===== config.mk =====
export PLATFORM = sky130hd
export DESIGN_NAME = ebw_top
export DESIGN_NICKNAME = d
export VERILOG_FILES = /design/src/core/ebw_pkg.sv /design/src/core/ebw_decode.sv /design/src/core/ebw_phase_div.sv /design/src/core/ebw_top.sv
export SDC_FILE = /design/constraint.sdc
export NUM_CORES = 1
export LEC_CHECK = 0
export ABC_CLOCK_PERIOD_IN_PS = 2400
export BUFFER_PORTS_ARGS = -buffer_cell sky130_fd_sc_hd__buf_2
export CORE_UTILIZATION = 45
export CTS_BUF_LIST = sky130_fd_sc_hd__clkbuf_8 sky130_fd_sc_hd__clkbuf_16
export CTS_CLUSTER_DIAMETER = 30
export DETAILED_ROUTE_END_ITERATION = 6
export PLACE_DENSITY = 0.82
export SLEW_MARGIN = 30
export SYNTH_ARGS = -nofsm -noshare
export SYNTH_HDL_FRONTEND = slang
export SYNTH_SLANG_ARGS = --single-unit
export TNS_END_PERCENT = 1

===== constraint.sdc =====
create_clock -name core_clk -period 2.4 [get_ports core_clk]
set_input_delay 0.48 -clock core_clk [delete_from_list [all_inputs] [get_ports core_clk]]
set_output_delay 0.48 -clock core_clk [all_outputs]
set_load 0.02 [all_outputs]

===== src/core/ebw_pkg.sv =====
// Constants and types shared by the external bus write strobe and address decode block.
//
// Summary of operation
// - Combined write strobe is low only while an external write cycle runs.
// - Strobe pin held high by outside circuitry during reset selects PLL bypass.
// - In PLL bypass the phase clocks run at half the oscillator input rate.
// - Configuration bit 2 set selects combined strobe, clear selects low-byte strobe.
// - On 16-bit bus, low-byte strobe fires for low-byte and word writes only.
// - On 8-bit bus, low-byte strobe fires for every external write.
// - The first fetch after any reset is from address 2080.
// - Addresses 8000 to FFFF are external device space on the bus.
// - Addresses 2080 to 7FFF are program memory, internal or external.
// - Addresses 2000 to 207F are special-purpose memory, internal or external.
// - Addresses 0300 to 1EFF go to the external bus as device space.
// - Addresses 0100 to 02FF are upper register RAM, windowed direct allowed.
// - Addresses 0000 to 00FF are the lower register file, direct allowed.
package ebw_pkg;

  // ****************************************
  // Address map
  // ****************************************
  localparam logic [15:0] LOW_FILE_END   = 16'h00FF;
  localparam logic [15:0] UP_FILE_END    = 16'h02FF;
  localparam logic [15:0] EXT_LOW_END    = 16'h1EFF;
  localparam logic [15:0] PSFR_END       = 16'h1FDF;
  localparam logic [15:0] MSFR_END       = 16'h1FFF;
  localparam logic [15:0] SPECIAL_END    = 16'h207F;
  localparam logic [15:0] PROGRAM_END    = 16'h7FFF;
  localparam logic [15:0] RESET_VECTOR   = 16'h2080;

  // ****************************************
  // Configuration and timing
  // ****************************************
  localparam int          CFG_WR_SEL_BIT = 2;
  localparam logic [7:0]  CFG_RESET      = 8'hFF;
  localparam logic [1:0]  STROBE_LAST    = 2'h1;

  // ****************************************
  // Types
  // ****************************************
  typedef enum logic [2:0] {
    RG_LOW_FILE, RG_UP_FILE, RG_EXT_LOW, RG_PSFR,
    RG_MSFR, RG_SPECIAL, RG_PROGRAM, RG_EXT_HIGH
  } ebw_region_t;

  typedef enum logic [1:0] {
    AM_DIRECT, AM_WINDOWED, AM_INDIRECT, AM_INDEXED
  } ebw_mode_t;

  typedef enum logic [1:0] {
    BS_IDLE, BS_ADDR, BS_STROBE, BS_END
  } ebw_bus_st_t;

endpackage


===== src/core/ebw_decode.sv =====
// Address region and addressing mode decoder.
`timescale 1ns/1ps
`default_nettype none
module ebw_decode
  import ebw_pkg::*;
(
  // Access
  input  wire logic [15:0] addr,
  input  wire logic [1:0]  mode,
  input  wire logic        ext_program,
  // Result
  output ebw_region_t      region,
  output logic             external,
  output logic             mode_ok
);

  always_comb begin
    if (addr <= LOW_FILE_END) begin
      region = RG_LOW_FILE;
    end else if (addr <= UP_FILE_END) begin
      region = RG_UP_FILE;
    end else if (addr <= EXT_LOW_END) begin
      region = RG_EXT_LOW;
    end else if (addr <= PSFR_END) begin
      region = RG_PSFR;
    end else if (addr <= MSFR_END) begin
      region = RG_MSFR;
    end else if (addr <= SPECIAL_END) begin
      region = RG_SPECIAL;
    end else if (addr <= PROGRAM_END) begin
      region = RG_PROGRAM;
    end else begin
      region = RG_EXT_HIGH;
    end
  end

  // Program and special memory go outside only when the external program strap is set.
  always_comb begin
    unique case (region)
      RG_EXT_LOW, RG_EXT_HIGH: external = 1'b1;
      RG_SPECIAL, RG_PROGRAM:  external = ext_program;
      default:                 external = 1'b0;
    endcase
  end

  always_comb begin
    unique case (region)
      RG_LOW_FILE:        mode_ok = (mode != AM_WINDOWED);
      RG_UP_FILE, RG_PSFR: mode_ok = (mode != AM_DIRECT);
      default:            mode_ok = (mode == AM_INDIRECT) || (mode == AM_INDEXED);
    endcase
  end

endmodule
`default_nettype wire


===== src/core/ebw_phase_div.sv =====
// Phase clock enable divider for normal and PLL bypass operation.
`timescale 1ns/1ps
`default_nettype none
module ebw_phase_div
  import ebw_pkg::*;
(
  // Clock and reset
  input  wire logic core_clk,
  input  wire logic rst_n,
  // Control
  input  wire logic run,
  input  wire logic bypass,
  // Enable
  output logic      phase_en
);

  typedef struct packed {
    logic tog;
    logic en;
  } ebw_div_state_t;

  ebw_div_state_t q;
  ebw_div_state_t d;

  // Without a real multiplier the normal mode runs one phase per input cycle.
  always_comb begin
    d = q;
    if (!run) begin
      d.tog = 1'b0;
      d.en  = 1'b0;
    end else if (bypass) begin
      d.tog = ~q.tog;
      d.en  = q.tog;
    end else begin
      d.tog = 1'b0;
      d.en  = 1'b1;
    end
  end

  always_ff @(posedge core_clk or negedge rst_n) begin
    if (!rst_n) begin
      q <= '0;
    end else begin
      q <= d;
    end
  end

  assign phase_en = q.en;

endmodule
`default_nettype wire


===== src/core/ebw_top.sv =====
// External bus write strobe generator with address space decode.
`timescale 1ns/1ps
`default_nettype none
module ebw_top
  import ebw_pkg::*;
(
  // Clock and reset
  input  wire logic        core_clk,
  input  wire logic        rst_n,
  // Chip configuration load
  input  wire logic        cfg_load,
  input  wire logic [7:0]  cfg_data,
  // Bus options
  input  wire logic        bus_16bit,
  input  wire logic        ext_program,
  // Core access request
  input  wire logic        acc_valid,
  input  wire logic        acc_write,
  input  wire logic [15:0] acc_addr,
  input  wire logic [1:0]  acc_byte_en,
  input  wire logic [1:0]  acc_mode,
  // Core access answer
  output logic             acc_ready,
  output logic             acc_done,
  output logic             acc_mode_err,
  output ebw_region_t      acc_region,
  output logic             ext_cycle,
  // Boot fetch
  output logic             boot_fetch,
  output logic [15:0]      fetch_addr,
  // Clocking status
  output logic             clock_multiplier_strap,
  output logic             phase_en,
  output logic [7:0]       chip_config_0,
  // Shared write strobe pin
  input  wire logic        wr_pin_i,
  output logic             wr_pin_o,
  output logic             wr_pin_oe
);

  // ****************************************
  // State
  // ****************************************
  typedef struct packed {
    ebw_bus_st_t st;
    logic [1:0]  cnt;
    logic        strap_done;
    logic        bypass;
    logic [7:0]  cfg;
    logic        ready;
    logic        done;
    logic        mode_err;
    logic        strobe_req;
    ebw_region_t region;
    logic        ext;
    logic        pin_o;
    logic        pin_oe;
    logic        boot_pending;
    logic        boot_fetch;
    logic [15:0] fetch_addr;
  } ebw_top_state_t;

  localparam ebw_top_state_t TOP_RESET = '{
    st:           BS_IDLE,
    cnt:          2'h0,
    strap_done:   1'b0,
    bypass:       1'b0,
    cfg:          CFG_RESET,
    ready:        1'b0,
    done:         1'b0,
    mode_err:     1'b0,
    strobe_req:   1'b0,
    region:       RG_LOW_FILE,
    ext:          1'b0,
    pin_o:        1'b1,
    pin_oe:       1'b0,
    boot_pending: 1'b0,
    boot_fetch:   1'b0,
    fetch_addr:   16'h0000
  };

  ebw_top_state_t q;
  ebw_top_state_t d;
  ebw_region_t    dec_region;
  logic           dec_external;
  logic           dec_mode_ok;
  logic           div_en;
  logic           take;
  logic           want_strobe;

  // ****************************************
  // Submodules
  // ****************************************
  ebw_decode u_decode (
    .addr        (acc_addr),
    .mode        (acc_mode),
    .ext_program (ext_program),
    .region      (dec_region),
    .external    (dec_external),
    .mode_ok     (dec_mode_ok)
  );

  ebw_phase_div u_div (
    .core_clk (core_clk),
    .rst_n    (rst_n),
    .run      (q.strap_done),
    .bypass   (q.bypass),
    .phase_en (div_en)
  );

  // ****************************************
  // Next state
  // ****************************************
  assign take = div_en && q.ready && acc_valid && !q.boot_pending;

  // Strobe choice is fixed when the access is taken, so a config change mid-cycle is harmless.
  assign want_strobe = acc_write && dec_external && dec_mode_ok &&
                       (q.cfg[CFG_WR_SEL_BIT] || !bus_16bit || acc_byte_en[0]);

  always_comb begin
    d            = q;
    d.done       = 1'b0;
    d.mode_err   = 1'b0;
    d.boot_fetch = 1'b0;
    if (!q.strap_done) begin
      // The pin stays undriven until this first edge so the outside level can be read.
      d.strap_done   = 1'b1;
      d.bypass       = wr_pin_i;
      d.pin_oe       = 1'b1;
      d.pin_o        = 1'b1;
      d.boot_pending = 1'b1;
    end
    if (cfg_load) begin
      d.cfg = cfg_data;
    end
    if (div_en && q.boot_pending) begin
      d.boot_pending = 1'b0;
      d.boot_fetch   = 1'b1;
      d.fetch_addr   = RESET_VECTOR;
      d.ready        = 1'b1;
    end
    if (div_en) begin
      unique case (q.st)
        BS_IDLE: begin
          if (take) begin
            d.region     = dec_region;
            d.strobe_req = want_strobe;
            if (!dec_mode_ok) begin
              d.done     = 1'b1;
              d.mode_err = 1'b1;
            end else if (dec_external) begin
              d.st    = BS_ADDR;
              d.ext   = 1'b1;
              d.ready = 1'b0;
            end else begin
              d.done = 1'b1;
            end
          end
        end
        BS_ADDR: begin
          d.st    = BS_STROBE;
          d.cnt   = 2'h0;
          d.pin_o = ~q.strobe_req;
        end
        BS_STROBE: begin
          if (q.cnt == STROBE_LAST) begin
            d.st    = BS_END;
            d.pin_o = 1'b1;
          end else begin
            d.cnt = q.cnt + 2'h1;
          end
        end
        BS_END: begin
          d.st    = BS_IDLE;
          d.ext   = 1'b0;
          d.done  = 1'b1;
          d.ready = 1'b1;
        end
      endcase
    end
  end

  always_ff @(posedge core_clk or negedge rst_n) begin
    if (!rst_n) begin
      q <= TOP_RESET;
    end else begin
      q <= d;
    end
  end

  // ****************************************
  // Outputs
  // ****************************************
  assign acc_ready              = q.ready;
  assign acc_done               = q.done;
  assign acc_mode_err           = q.mode_err;
  assign acc_region             = q.region;
  assign ext_cycle              = q.ext;
  assign boot_fetch             = q.boot_fetch;
  assign fetch_addr             = q.fetch_addr;
  assign clock_multiplier_strap = q.bypass;
  assign phase_en               = div_en;
  assign chip_config_0          = q.cfg;
  assign wr_pin_o               = q.pin_o;
  assign wr_pin_oe              = q.pin_oe;
endmodule
`default_nettype wire


==> impl_metrics.py <==
metrics = {
    "grt": {
        "grt_overflow_total": 0,
        "grt_pass1_wl_um": 4215,
        "grt_pass1_vias": 1037,
        "grtUsageTotal": 0.1549,
        "grt_max_degree": 30,
        "antenna_found_initial": 0,
    },
    "logic_synthesis": {
        "synth_cells": 155,
        "synth_mux_area_frac": 0.07249,
        "ys_seq_area_frac": 0.4591,
        "synth_top_family_by_area": "buffers and inverters",
        "synth-xor-area-share": 0,
        "yosys.area_share.adder": 0.04677,
        "synth_top_flop_cell": "dfrtp_1",
        "synth_cell_type_count": 44,
        "synth-async-reset-ratio": 1.000,
        "synthesis.area_um2": 1605,
        "synth-edff-count": 0,
        "yosys_warnings": 0,
        "synth_compound_area_frac": 0.1380,
        "synth-simple-area-share": 0.1317,
        "avgSynthCellArea_um2": 10.36,
        "synth_seq_cells": 29,
    },
    "clock_network": {
        "cts_root_buf": "clkbuf_8",
        "hold_buffers": 0,
        "clk_latency_ns": 0.27,
        "cts.sinks": 29,
        "clk_pin_slew_ns": 0.06,
        "htreeDepth": 2,
        "cts_buffers": 5,
        "tritoncts": "done",
        "clk_path_buf_depth": 2,
        "cts_setup_buffers": 0,
        "post_cts_resized": 0,
    },
    "place": {
        "portBuffers": 51,
        "hpwl_um": 2079,
        "gp_congestion": 0.8150,
    },
    "sta": {
        "maxSlewHeadroom": 0.5923,
        "slew_viol_final": 0,
        "timing.fmax_ghz": 0.5521,
        "fin_crit_ns": 1.811,
        "worst_pin_slew_ns": 0.6115,
        "clock-skew-final_ns": 0.002224,
        "finalHoldViolCount": 0,
        "rsz0062_at_grt": "false",
        "period_share": 0.7547,
        "fin_tns_setup_ns": 0,
        "setup_viol": 0,
    },
    "route": {
        "wirelength_um": 2596,
        "wl_per_cell_um": 10.60,
        "vias": 1158,
        "viasPerCell": 4.727,
        "drc": 0,
        "first_pass_iters": 4,
        "postRouteAntennaNets": 0,
        "drt-initial-drc-count": 38,
    },
    "worst_setup_path": {
        "start_kind": "flop",
        "cp_max_fo": 9,
        "required_ns": 2.56,
        "cp.arrival_ns": 1.97,
        "reg2reg_slack_ns": 0.59,
        "endpoint_kind": "flop",
        "worstSetupPathType": "reg2reg",
    },
    "final_layout": {
        "area_growth_pct": 15.98,
        "fin_nets": 240,
        "n_antenna_cell": 0,
        "final_util": 0.5493,
        "nFillCells": 316,
        "final_common_cell": "buf_2",
        "drive_gt1_frac": 0.4171,
        "layout_common_cells": "buf_2, dfrtp_1, conb_1",
    },
    "floorplan": {
        "die_w_um": 61.73,
        "num_rows": 21,
        "pin_count": 72,
        "fp.dieArea_um2": 3810,
        "core_um2": 3390,
        "die_h_um": 61.73,
        "initial_core_util": 0.4736,
    },
    "pwr": {
        "peakVddDrop_mv": 0.4487,
        "power_leakage_uw": 0.0009083,
        "powerDensity_nw_per_um2": 906.3,
    },
    "run_status": {
        "status": "complete, no violations",
    },
    "hold_path": {
        "hold_path_class": "in2async",
    },
    "run": {
        "maxCapViolCount": 0,
    },
}
-- cell usage after synthesis, types with 2 or more instances --
cell type | number | area [um2]
a21oi_1 | 2 | 10.01
a22o_1 | 2 | 17.52
a31oi_1 | 4 | 25.02
buf_4 | 27 | 202.7
conb_1 | 2 | 7.510
dfrtp_1 | 20 | 500.5
dfstp_2 | 9 | 236.5
ha_1 | 6 | 75.07
inv_1 | 8 | 30.03
mux2_2 | 9 | 101.4
nand2_1 | 14 | 52.55
nand3_1 | 4 | 20.02
nor2_1 | 8 | 30.03
nor2b_1 | 2 | 12.51
nor3_1 | 3 | 15.01
o21ai_0 | 6 | 30.03
o22ai_1 | 2 | 12.51
-- through the flow --
step / worst slack [ns] / total power [uW] / instance area [um2] / std cells / hold slack (ns)
global placement: 0.4799 / 1251 / 1760 / 237 / 0.4540
floorplan: 0.6553 / 1162 / 1654 / 168 / 0.1844
global route: 0.4809 / 1818 / 1862 / 245 / 0.2699
finish: 0.5887 / 1687 / 1862 / 245 / 0.2125
detailed placement: 0.4498 / 1268 / 1760 / 237 / 0.4612
CTS: 0.5754 / 1705 / 1862 / 245 / 0.2379
-- registers in the layout, indices dropped and copies added, names as in the netlist --
name,flops
ext_cycle,1
wr_pin_oe,1
acc_done,1
acc_mode_err,1
chip_config_0,8
u_div.phase_en,1
clock_multiplier_strap,1
boot_fetch,1
acc_ready,1
acc_region,3
wr_pin_o,1
q,7
u_div.q,1
fetch_addr,1
-- path summary, 6_finish.rpt --
kind / from / to / cells past startpoint
worst max-delay path: u_div.phase_en / q[41] / 5
min in group core_clk: acc_mode[1] / acc_mode_err / 2
worst max register to register: u_div.phase_en / q[41] / 5
worst min-delay path: rst_n / q[37] / 1
max in group asynchronous: rst_n / acc_mode_err / 1
worst min register to register: wr_pin_oe / wr_pin_oe / 1
-- metal layers --
layer	up-vias	GRT usage	part of all wire
li1	585	-	-
met1	525	0.1857	0.46
met2	43	0.2550	0.45
met3	5	0.05176	0.065
met4	0	0.06667	0.016
met5	-	0	0
-- layout make-up --
class                           instances  area [um2]  share of cell area
Clock buffer                            7       96.34             0.05175
Clock inverter                          1       5.005            0.002688
Inverter                                8       30.03             0.01613
Multi-Input combinational cell        103       680.7              0.3656
Sequential cell                        29       737.0              0.3958
Tap cell                               46       57.56             0.03091
Timing Repair Buffer                   51       255.2              0.1371
-- power breakdown --
group          switching, uW  internal (uW)
logic                    338            231
registers               73.0            614
clock network            172            258
-- kinds of logic (layout without fill, tap and decap cells) --
kind of cell / count (synthesis) / count (layout)
and+or+nand+nor: 42 / 42
buffers and inverters: 36 / 67
AOI/OAI and AO/OA: 30 / 30
DFF: 29 / 29
muxes: 10 / 10
adders and majority gates: 6 / 6
other: 2 / 15
-- critical path, stage by stage (launching register included) --
cell       delay, ns
dfrtp_1         0.48
and4b_1         0.30
o311a_1         0.19
a21boi_2        0.22
a2bb2oi_2       0.20
mux2_4          0.31
No activity file was read; power rests on OpenSTA's default activity.
